### src/design/acc_pkg.sv
// converter configuration, clock divider and settling delay constants
// assumes an 8-bit register port on the controller's dedicated bus
package acc_pkg;
  // register offsets
  localparam logic [4:0] OFF_GLOBAL_CONFIG = 5'h01;
  localparam logic [4:0] OFF_CLOCK_DIVIDER = 5'h02;
  localparam logic [4:0] OFF_SETTLE_DELAY = 5'h03;
  // global config field positions
  localparam int BIT_CONVERTER_ENABLE = 0;
  localparam int BIT_CONFIG_SPARE = 1;
  localparam int BIT_CYCLE_DONE_IRQ_ENABLE = 2;
  localparam int BIT_SMOOTHING_FILTER_ENABLE = 5;
  localparam logic [1:0] CONFIG_TOP_READ = 2'h2;
  // reset values
  localparam logic [5:0] RST_CLOCK_DIVISOR = 6'h13;
  localparam logic [2:0] RST_SETTLE_DELAY_SELECT = 3'h6;
  // filter: new = old + (sample - old) / 2^shift
  localparam int FILTER_SHIFT = 2;
  // settling delay count per select code
  function automatic logic [9:0] settle_count(input logic [2:0] sel);
    case (sel)
      3'h1: settle_count = 10'h008;
      3'h2: settle_count = 10'h010;
      3'h3: settle_count = 10'h020;
      3'h4: settle_count = 10'h040;
      3'h5: settle_count = 10'h080;
      3'h6: settle_count = 10'h100;
      3'h7: settle_count = 10'h200;
      default: settle_count = 10'h008; // reserved code treated as shortest
    endcase
  endfunction
endpackage

### src/design/acc_ctrl.sv
// converter configuration, clock divider, settling delay and smoothing filter
// assumes core handshakes (samples, channel switch, cycle done) share i_clk
// Overview of operation
// - filter enabled: o_channel_result carries smoothed results
// - filter ignored while converter disabled
// - irq enable gates cycle-done interrupt
// - enable bit zero powers converter down
// - converter clock equals clock over divisor+1
// - wait settling delay after channel switch
// - delay is count times divisor+1 clocks
// - flag set when cycle measurements complete
// - enable bit cleared by domain reset
`timescale 1ns/10ps
module acc_ctrl #(
  parameter int DATA_W = 10
) (
  input wire logic i_clk,
  input wire logic i_arst_n,
  input wire logic [4:0] i_addr,
  input wire logic i_wr,
  input wire logic i_rd,
  input wire logic [7:0] i_wdata,
  output logic [7:0] o_rdata,
  input wire logic i_chan_switch,
  input wire logic i_sample_valid,
  input wire logic [DATA_W-1:0] i_sample,
  input wire logic i_cycle_done,
  input wire logic i_flag_clear,
  output logic o_converter_enable,
  output logic o_conv_clk_en,
  output logic o_conv_start,
  output logic [DATA_W-1:0] o_channel_result,
  output logic o_result_valid,
  output logic o_cycle_done_flag,
  output logic o_irq
);
  if (DATA_W < 4 || DATA_W > 16) begin : g_width_check
    $error("DATA_W must be 4 to 16");
  end

  logic enable_q, filter_en_q, irq_en_q, spare_q;
  logic [5:0] divisor_q;
  logic [2:0] settle_sel_q;
  logic [7:0] rdata_q;
  logic [5:0] div_cnt_q;
  logic tick_q;
  logic [15:0] settle_cnt_q;
  logic settle_busy_q, start_q;
  logic [DATA_W-1:0] result_q;
  logic result_valid_q, flag_q, irq_q;

  // register decode
  wire wr_cfg = i_wr && (i_addr == acc_pkg::OFF_GLOBAL_CONFIG);
  wire wr_div = i_wr && (i_addr == acc_pkg::OFF_CLOCK_DIVIDER);
  wire wr_dly = i_wr && (i_addr == acc_pkg::OFF_SETTLE_DELAY);
  wire [7:0] cfg_view = {acc_pkg::CONFIG_TOP_READ, filter_en_q, 2'h0, irq_en_q, spare_q,
                         enable_q};
  wire [7:0] rd_mux = (i_addr == acc_pkg::OFF_GLOBAL_CONFIG) ? cfg_view :
                      (i_addr == acc_pkg::OFF_CLOCK_DIVIDER) ? {2'h0, divisor_q} :
                      (i_addr == acc_pkg::OFF_SETTLE_DELAY) ? {5'h00, settle_sel_q} : 8'h00;

  // config registers; reset clears enable, irq and filter
  always_ff @(posedge i_clk or negedge i_arst_n) begin
    if (!i_arst_n) begin
      enable_q <= 1'b0;
      filter_en_q <= 1'b0;
      irq_en_q <= 1'b0;
      spare_q <= 1'b0;
      divisor_q <= acc_pkg::RST_CLOCK_DIVISOR;
      settle_sel_q <= acc_pkg::RST_SETTLE_DELAY_SELECT;
    end else begin
      if (wr_cfg) begin
        enable_q <= i_wdata[acc_pkg::BIT_CONVERTER_ENABLE];
        filter_en_q <= i_wdata[acc_pkg::BIT_SMOOTHING_FILTER_ENABLE];
        irq_en_q <= i_wdata[acc_pkg::BIT_CYCLE_DONE_IRQ_ENABLE];
        spare_q <= i_wdata[acc_pkg::BIT_CONFIG_SPARE];
      end
      if (wr_div) divisor_q <= i_wdata[5:0];
      if (wr_dly) settle_sel_q <= i_wdata[2:0];
    end
  end

  // read data registered one cycle after the read strobe
  always_ff @(posedge i_clk or negedge i_arst_n) begin
    if (!i_arst_n) rdata_q <= 8'h00;
    else if (i_rd) rdata_q <= rd_mux;
  end

  // converter clock enable: one pulse every divisor+1 clocks, idle when off
  wire div_wrap = (div_cnt_q >= divisor_q);
  always_ff @(posedge i_clk or negedge i_arst_n) begin
    if (!i_arst_n) begin
      div_cnt_q <= 6'h00;
      tick_q <= 1'b0;
    end else if (!enable_q) begin
      div_cnt_q <= 6'h00;
      tick_q <= 1'b0;
    end else begin
      div_cnt_q <= div_wrap ? 6'h00 : div_cnt_q + 6'h01;
      tick_q <= div_wrap;
    end
  end

  // settling delay in controller clocks; a new switch restarts the wait
  wire [15:0] settle_load = 16'(acc_pkg::settle_count(settle_sel_q) *
                                ({10'h000, divisor_q} + 16'h0001));
  wire settle_done = settle_busy_q && (settle_cnt_q == 16'h0001);
  always_ff @(posedge i_clk or negedge i_arst_n) begin
    if (!i_arst_n) begin
      settle_cnt_q <= 16'h0000;
      settle_busy_q <= 1'b0;
      start_q <= 1'b0;
    end else if (!enable_q) begin
      settle_busy_q <= 1'b0;
      start_q <= 1'b0;
    end else if (i_chan_switch) begin
      settle_cnt_q <= settle_load;
      settle_busy_q <= 1'b1;
      start_q <= 1'b0;
    end else begin
      if (settle_busy_q) settle_cnt_q <= settle_cnt_q - 16'h0001;
      settle_busy_q <= settle_busy_q && !settle_done;
      start_q <= settle_done;
    end
  end

  // first-order low-pass; relies on slow sample rate, hence divisor above 15
  wire filter_on = filter_en_q && enable_q;
  wire signed [DATA_W:0] diff = $signed({1'b0, i_sample}) - $signed({1'b0, result_q});
  wire signed [DATA_W:0] step = diff >>> acc_pkg::FILTER_SHIFT;
  wire [DATA_W-1:0] smoothed = DATA_W'($signed({1'b0, result_q}) + step);
  always_ff @(posedge i_clk or negedge i_arst_n) begin
    if (!i_arst_n) begin
      result_q <= '0;
      result_valid_q <= 1'b0;
    end else begin
      result_valid_q <= i_sample_valid && enable_q;
      if (i_sample_valid && enable_q) result_q <= filter_on ? smoothed : i_sample;
    end
  end

  // cycle-done flag: set beats clear in the same cycle; irq is a level
  always_ff @(posedge i_clk or negedge i_arst_n) begin
    if (!i_arst_n) begin
      flag_q <= 1'b0;
      irq_q <= 1'b0;
    end else begin
      flag_q <= (i_cycle_done && enable_q) || (flag_q && !i_flag_clear);
      irq_q <= flag_q && irq_en_q;
    end
  end

  assign o_rdata = rdata_q;
  assign o_converter_enable = enable_q;
  assign o_conv_clk_en = tick_q;
  assign o_conv_start = start_q;
  assign o_channel_result = result_q;
  assign o_result_valid = result_valid_q;
  assign o_cycle_done_flag = flag_q;
  assign o_irq = irq_q;

  // checker helper: age of a switch taken with divisor 4 and select 1;
  // a counter instead of a long repetition keeps the property cheap
  logic chk_armed_q;
  logic [5:0] chk_age_q;
  always_ff @(posedge i_clk or negedge i_arst_n) begin
    if (!i_arst_n) begin
      chk_armed_q <= 1'b0;
      chk_age_q <= 6'h00;
    end else if (!enable_q) begin
      chk_armed_q <= 1'b0;
    end else if (i_chan_switch) begin
      chk_armed_q <= (divisor_q == 6'h04) && (settle_sel_q == 3'h1);
      chk_age_q <= 6'h01;
    end else if (chk_armed_q && (chk_age_q != 6'h3F)) begin
      chk_age_q <= chk_age_q + 6'h01;
    end
  end
endmodule

### config.mk
export PLATFORM = sky130hd
export DESIGN_NAME = acc_ctrl
export DESIGN_NICKNAME = d
export VERILOG_FILES = /design/src/design/acc_pkg.sv /design/src/design/acc_ctrl.sv
export SDC_FILE = /design/constraint.sdc
export NUM_CORES = 1
export LEC_CHECK = 0
export BUFFER_PORTS_ARGS = -buffer_cell sky130_fd_sc_hd__buf_4
export CORE_ASPECT_RATIO = 1.2
export CORE_MARGIN = 2
export CORE_UTILIZATION = 56
export DETAILED_ROUTE_END_ITERATION = 8
export GPL_TIMING_DRIVEN = 0
export PLACE_DENSITY = 0.76
export SETUP_SLACK_MARGIN = 0.5
export SKIP_LAST_GASP = 1
export SLEW_MARGIN = 15
export SYNTH_ARGS = -nofsm -noshare
export SYNTH_HDL_FRONTEND = slang
export SYNTH_SLANG_ARGS = --single-unit
### constraint.sdc
create_clock -name i_clk -period 5.86 [get_ports i_clk]
set_input_delay 1.172 -clock i_clk [delete_from_list [all_inputs] [get_ports i_clk]]
set_output_delay 1.172 -clock i_clk [all_outputs]
set_load 0.02 [all_outputs]
* Word-level counts from Yosys, hierarchy flattened
Index checks and enable logic that the tools add are counted.
** Storage, ports and cells
- Logic and storage cells :: 62
- Bits in registers :: 59
- Memory bits (read-only) :: 0
- Bits of input ports :: 31
- Memories kept :: 0
- Bits in writable memories :: 0
- Bits in latches :: 0
- Output and inout bits :: 24
** Cells by class
- $add $sub $neg :: 5
- Bitwise operators :: 0
- Multiplexer cells :: 14
- $lt $le $gt $ge :: 1
- Divide/modulo/power cells :: 0
- Reduce and logical (&&, ||, !) cells :: 15
- $mul :: 1
- Equal/unequal tests :: 10
- Shift-type cells :: 0
** Operators by type and width (number)
- $pmux W10 S6 :: 1
- $mux W16 :: 2
- $mux W6 :: 3
- $eq A16 B1 Y1 const B :: 1
- $mul A10 B7 Y16 :: 1
- $sub A16 B1 Y16 const B :: 1
- $eq A3 B3 Y1 const B :: 4
- $sub A10 B10 Y11 :: 1
- $add A10 B9 Y10 :: 1
- $eq A5 B2 Y1 const B :: 2
- $logic_and A1 B1 Y1 :: 10
- $mux W10 :: 1
- $mux W8 :: 1
- $add A6 B1 Y7 const B :: 1
- $add A6 B1 Y6 const B :: 1
- $eq A3 B2 Y1 const B :: 2
- $ge A6 B6 Y1 :: 1
- $eq A5 B1 Y1 const B :: 1
- $mux W1 :: 5
- $mux W3 :: 1
- $logic_not A1 Y1 :: 2
- $reduce_and A2 Y1 :: 1
- $reduce_bool A2 Y1 :: 1
- $logic_or A1 B1 Y1 :: 1

* Longest topological paths before layout
- Depth in word-level cells :: 6
- Mapped depth :: 20
- Depth with buffers taken out :: 19

* Least setup slack after synthesis
Ideal clock, no wire load.
- Path type :: register to register
- Start point :: register divisor_q[1]
- End point :: register settle_cnt_q[15]
- Arrival time :: 5131 ps
- Library setup time :: 136 ps
- Slack :: 593 ps
- Cell stages (with the launch flop) :: 19
- Clock period less this slack :: 5267 ps
- Buffers on the path :: 0
- Required time :: 5724 ps
- Cells stage by stage :: dfstp_2 > ha_1 > and3_1 > nand3_1 > or3_1 > fa_1 > fa_1 > inv_1 > fa_1 > inv_1 > fa_1 > inv_1 > ha_1 > inv_1 > o21bai_1 > a2111oi_0 > o31ai_1 > xnor2_1 > o21ai_0
** On the way
- Word-level cells in the longest chain between the ends :: 3
** Ends and longest elaborated chain
- start: declaration :: RTL line acc_ctrl.sv:42 : logic [5:0] divisor_q;
- start signal: assignment :: RTL line acc_ctrl.sv:69 : divisor_q <= acc_pkg::RST_CLOCK_DIVISOR;
- start signal: assignment :: RTL line acc_ctrl.sv:78 : if (wr_div) divisor_q <= i_wdata[5:0];
- $add A6 B1 Y7 :: RTL line acc_ctrl.sv:106 : ({10'h000, divisor_q} + 16'h0001));
- $mul A10 B7 Y16 :: RTL line acc_ctrl.sv:105 : wire [15:0] settle_load = 16'(acc_pkg::settle_count(settle_sel_q) *
- $mux W16 :: RTL line acc_ctrl.sv:116 : end else if (i_chan_switch) begin
- end signal: assignment :: RTL line acc_ctrl.sv:117 : settle_cnt_q <= settle_load;
- end signal: assignment :: RTL line acc_ctrl.sv:121 : if (settle_busy_q) settle_cnt_q <= settle_cnt_q - 16'h0001;
- end: declaration :: RTL line acc_ctrl.sv:47 : logic [15:0] settle_cnt_q;
No other way between the ends.
A chain may end at the register's enable or synchronous reset.

* Worst setup path after layout
- Start point :: register divisor_q[0]
- End point :: register settle_cnt_q[12]
Same word-level chain as after synthesis.

==> flow_metrics.py <==
metrics = {
    "clock_network": {
        "cts_tree": "done",
        "clockBufferDepth": 2,
        "clk_latency_ps": 350,
        "cts_buffers": 9,
        "cts_root_buffer": "clkbuf_8",
        "cts_max_level": 3,
        "clkTransAtPathRegs_ps": 70,
        "postCtsHoldBufs": 0,
        "cts_num_sinks": 58,
    },
    "detailed_routing": {
        "top_layer_used": "met4",
        "vias": 4438,
        "totalWireLength_um": 12400,
        "drc": 0,
        "wl_per_cell_um": 16.1,
        "dr_wl_met2_um": 6510,
        "dr.pass1.iters": 4,
        "vias_per_cell": 5.76,
        "met3_length_um": 413,
        "drt-met1-wl_um": 5200,
        "final_antenna_net_count": 0,
        "first_iter_violations": 180,
    },
    "power": {
        "p_switching_uw": 1060,
        "power_frac_comb": 0.592,
        "p_clk_frac": 0.154,
        "intPower_uw": 1360,
        "sequentialPowerShare": 0.254,
        "switching_share": 0.439,
        "ir_drop_mv": 0.165,
        "leakagePower_uw": 0.00296,
        "power_density_mw_per_mm2": 400,
        "p_total_uw": 2420,
    },
    "yosys": {
        "synth_top_area_cell": "dfrtp_1",
        "ys_seq_elements": 58,
        "synth_nets": 697,
        "yosysUniqueCellTypes": 61,
        "ys_seq_area_frac": 0.278,
        "synth_top_cell_area_share": 0.253,
        "async_flop_share": 1.00,
        "synth.area.top_cells": "dfrtp_1 (25%), ha_1 (14%), fa_1 (9.2%)",
        "postSynthCellCount": 584,
        "yosys_warnings": 0,
        "netlist_area_mm2": 0.00524,
        "synthFlopType": "dfrtp_1",
        "syn-mean-instance-area_um2": 8.97,
        "synth-edff-count": 0,
    },
    "floorplan": {
        "die-height_um": 110,
        "die-area_mm2": 0.0101,
        "initial_core_util": 0.577,
        "row_count": 38,
        "top_level_ports": 55,
        "die_w_um": 92.3,
        "core_area_mm2": 0.00908,
    },
    "worst_setup_path": {
        "arrival_ps": 5390,
        "rrSetupSlack_ps": 680,
        "worstPathMaxFanout": 7,
        "r2r-start": "divisor_q[0]",
        "r2r_end": "settle_cnt_q[12]",
        "worstSetupEndpointType": "flop",
        "critPathLaunchType": "flop",
        "critPathRequiredTime_ps": 6070,
        "crit_type": "flop to flop",
        "r2r_cells": 17,
    },
    "global_routing": {
        "grt_pass1_vias": 4474,
        "grt_start_max_net_pins": 59,
        "antenna_found_initial": 0,
        "grt.overflow.total": 0,
        "grt_pass1_wl_um": 20800,
        "grtUsageTotal": 0.260,
    },
    "hold_path": {
        "min_from": "settle_cnt_q[6]",
        "hold_path_end": "settle_cnt_q[6]",
        "hold_path.class": "flop to flop",
        "whs_path_depth": 2,
    },
    "final_layout": {
        "finalNetCount": 760,
        "antennaDiodeCount": 0,
        "synthToLayoutAreaGrowth_pct": 15.5,
        "drive_above_1_share": 0.195,
    },
    "job": {
        "maxCapViolations": 0,
    },
    "place": {
        "gp_congestion": 0.896,
        "hpwlAfterDp_um": 9370,
        "port_buffers": 51,
    },
    "timing": {
        "finalHoldViolCount": 0,
        "tns_ps": 0,
        "fmax_ghz": 0.193,
        "slew_headroom": 0.503,
        "slew_viol_final": 0,
        "worst_pin_slew_ps": 745,
        "finalCritPeriodShare": 0.883,
        "setup_violations": 0,
        "fin_skew_ps": 8.93,
        "rsz0062_at_grt": "no",
        "fin_crit_ps": 5180,
    },
    "run_status": {
        "status": "complete, no violations",
    },
}
==> per-stage QoR <==
stage                     cell area [µm²]  setup WS (ps)  hold WS (ps)   util  std cells
after floorplan                      5240            593           442      -        584
after global placement               5770            136           463  0.636        755
after detailed placement             5770           55.6           491  0.636        755
after CTS                            5970            526           509  0.658        769
after global routing                 6050            490           524  0.666        770
final                                6050            685           506  0.666        770
==> cell usage after synthesis (3+ instances only) <==
master and number:
nor2_1 62, a21oi_1 26, or3_1 4, dfrtp_1 53, nor3b_1 5, or2_2 10
o21bai_1 3, o31ai_1 3, buf_2 3, a31o_2 3, nor3_1 16, dfstp_2 5
o22ai_1 5, mux2i_1 6, nand2_1 38, a211oi_1 3, o211ai_1 3, clkbuf_1 15
nand2b_1 11, nand3_1 15, and3_1 5, a22o_1 4, nand3b_1 3, inv_1 52
ha_1 58, a21o_1 10, o21ai_0 35, fa_1 24, mux2_2 16, a22oi_1 5
o21ai_1 4, o21a_1 6, and2_1 3, xor2_1 7, nor4_1 5, nor4b_1 4
xnor2_1 26
==> cells by family (layout without fill, tap and decap cells) <==
kind of cell / Yosys count / after routing / synth area share
AND/OR/NAND/NOR: 191 / 191 / 0.184
XOR/XNOR: 33 / 33 / 0.0552
adder cells (fa/ha/maj): 82 / 82 / 0.230
AO/OA/AOI/OAI: 124 / 124 / 0.152
flip-flops: 58 / 58 / 0.278
other: 1 / 1 / 0.000716
buffers and inverters: 73 / 139 / 0.0537
multiplexers: 22 / 22 / 0.0459
==> power by group through the flow <==
stage	registers, µW	logic, µW	clock network, µW
floorplan	639	1050	0
detailed placement	616	1420	0
global placement	612	1370	0
global route	628	1620	396
finish	614	1440	374
CTS	611	1430	381
==> cells in the final DEF, fill, tap and decap left out, drive strengths merged, types with 6 or more instances in the layout <==
| cell | instances |
|---|---|
| buf | 57 |
| xnor2 | 26 |
| inv | 52 |
| a21o | 10 |
| ha | 58 |
| or2 | 10 |
| dfrtp | 53 |
| mux2i | 6 |
| fa | 24 |
| o21ai | 39 |
| xor2 | 7 |
| nand2 | 38 |
| mux2 | 16 |
| nor4 | 6 |
| a21oi | 26 |
| nor2 | 62 |
| clkbuf | 26 |
| o21a | 6 |
| nor3 | 18 |
| nand2b | 11 |
| nand3 | 15 |
==> sequential cells by signal (all words and copies together), names as in the netlist <==
register            cells
o_converter_enable      1
irq_en_q                1
o_conv_start            1
settle_sel_q            3
o_conv_clk_en           1
settle_cnt_q           16
spare_q                 1
o_rdata                 7
o_channel_result       10
o_cycle_done_flag       1
settle_busy_q           1
filter_en_q             1
divisor_q               6
div_cnt_q               6
o_result_valid          1
o_irq                   1
==> critical path: stages (launching register included) <==
cell     delay [ps]
dfstp_2         570
ha_2            220
and3_2          240
nand3_4         130
or3_4           360
fa_1            510
fa_1            560
inv_1            60
fa_1            530
inv_1            50
fa_1            530
inv_1            40
ha_1            340
o21ai_0         140
o21ba_2         200
o31ai_1         270
xor2_1          210
o21ai_1          80
==> what timing repair did <==
action	CTS	global route
setup endpoints to repair	3	6
buffers inserted	0	1
gates resized for setup	3	17
pin swaps	1	0
==> metal layers <==
metal  global-route usage  vias up
met5                    0        -
met4               0.0981        0
met3               0.0404       17
met2                0.470       84
met1                0.313     2183
li1                     -     2154
==> final cells by class <==
class | count | area [µm²]
well taps | 120 | 150
fillers | 751 | 3030
multi-input cells | 453 | 3580
inverters | 53 | 199
repair buffers | 52 | 390
clock inverters | 3 | 40.0
clock buffers | 11 | 151
flip-flops and latches | 58 | 1460
plain buffers | 20 | 86.3
==> worst max-delay path by stage <==
stage	end	startpoint
after global routing	settle_cnt_q[14]	divisor_q[0]
final	settle_cnt_q[12]	divisor_q[0]
after CTS	settle_cnt_q[14]	divisor_q[1]
after global placement	settle_cnt_q[15]	divisor_q[1]
after detailed placement	settle_cnt_q[15]	divisor_q[1]
after floorplan	settle_cnt_q[15]	divisor_q[1]
(Power assumes the default switching activity.)
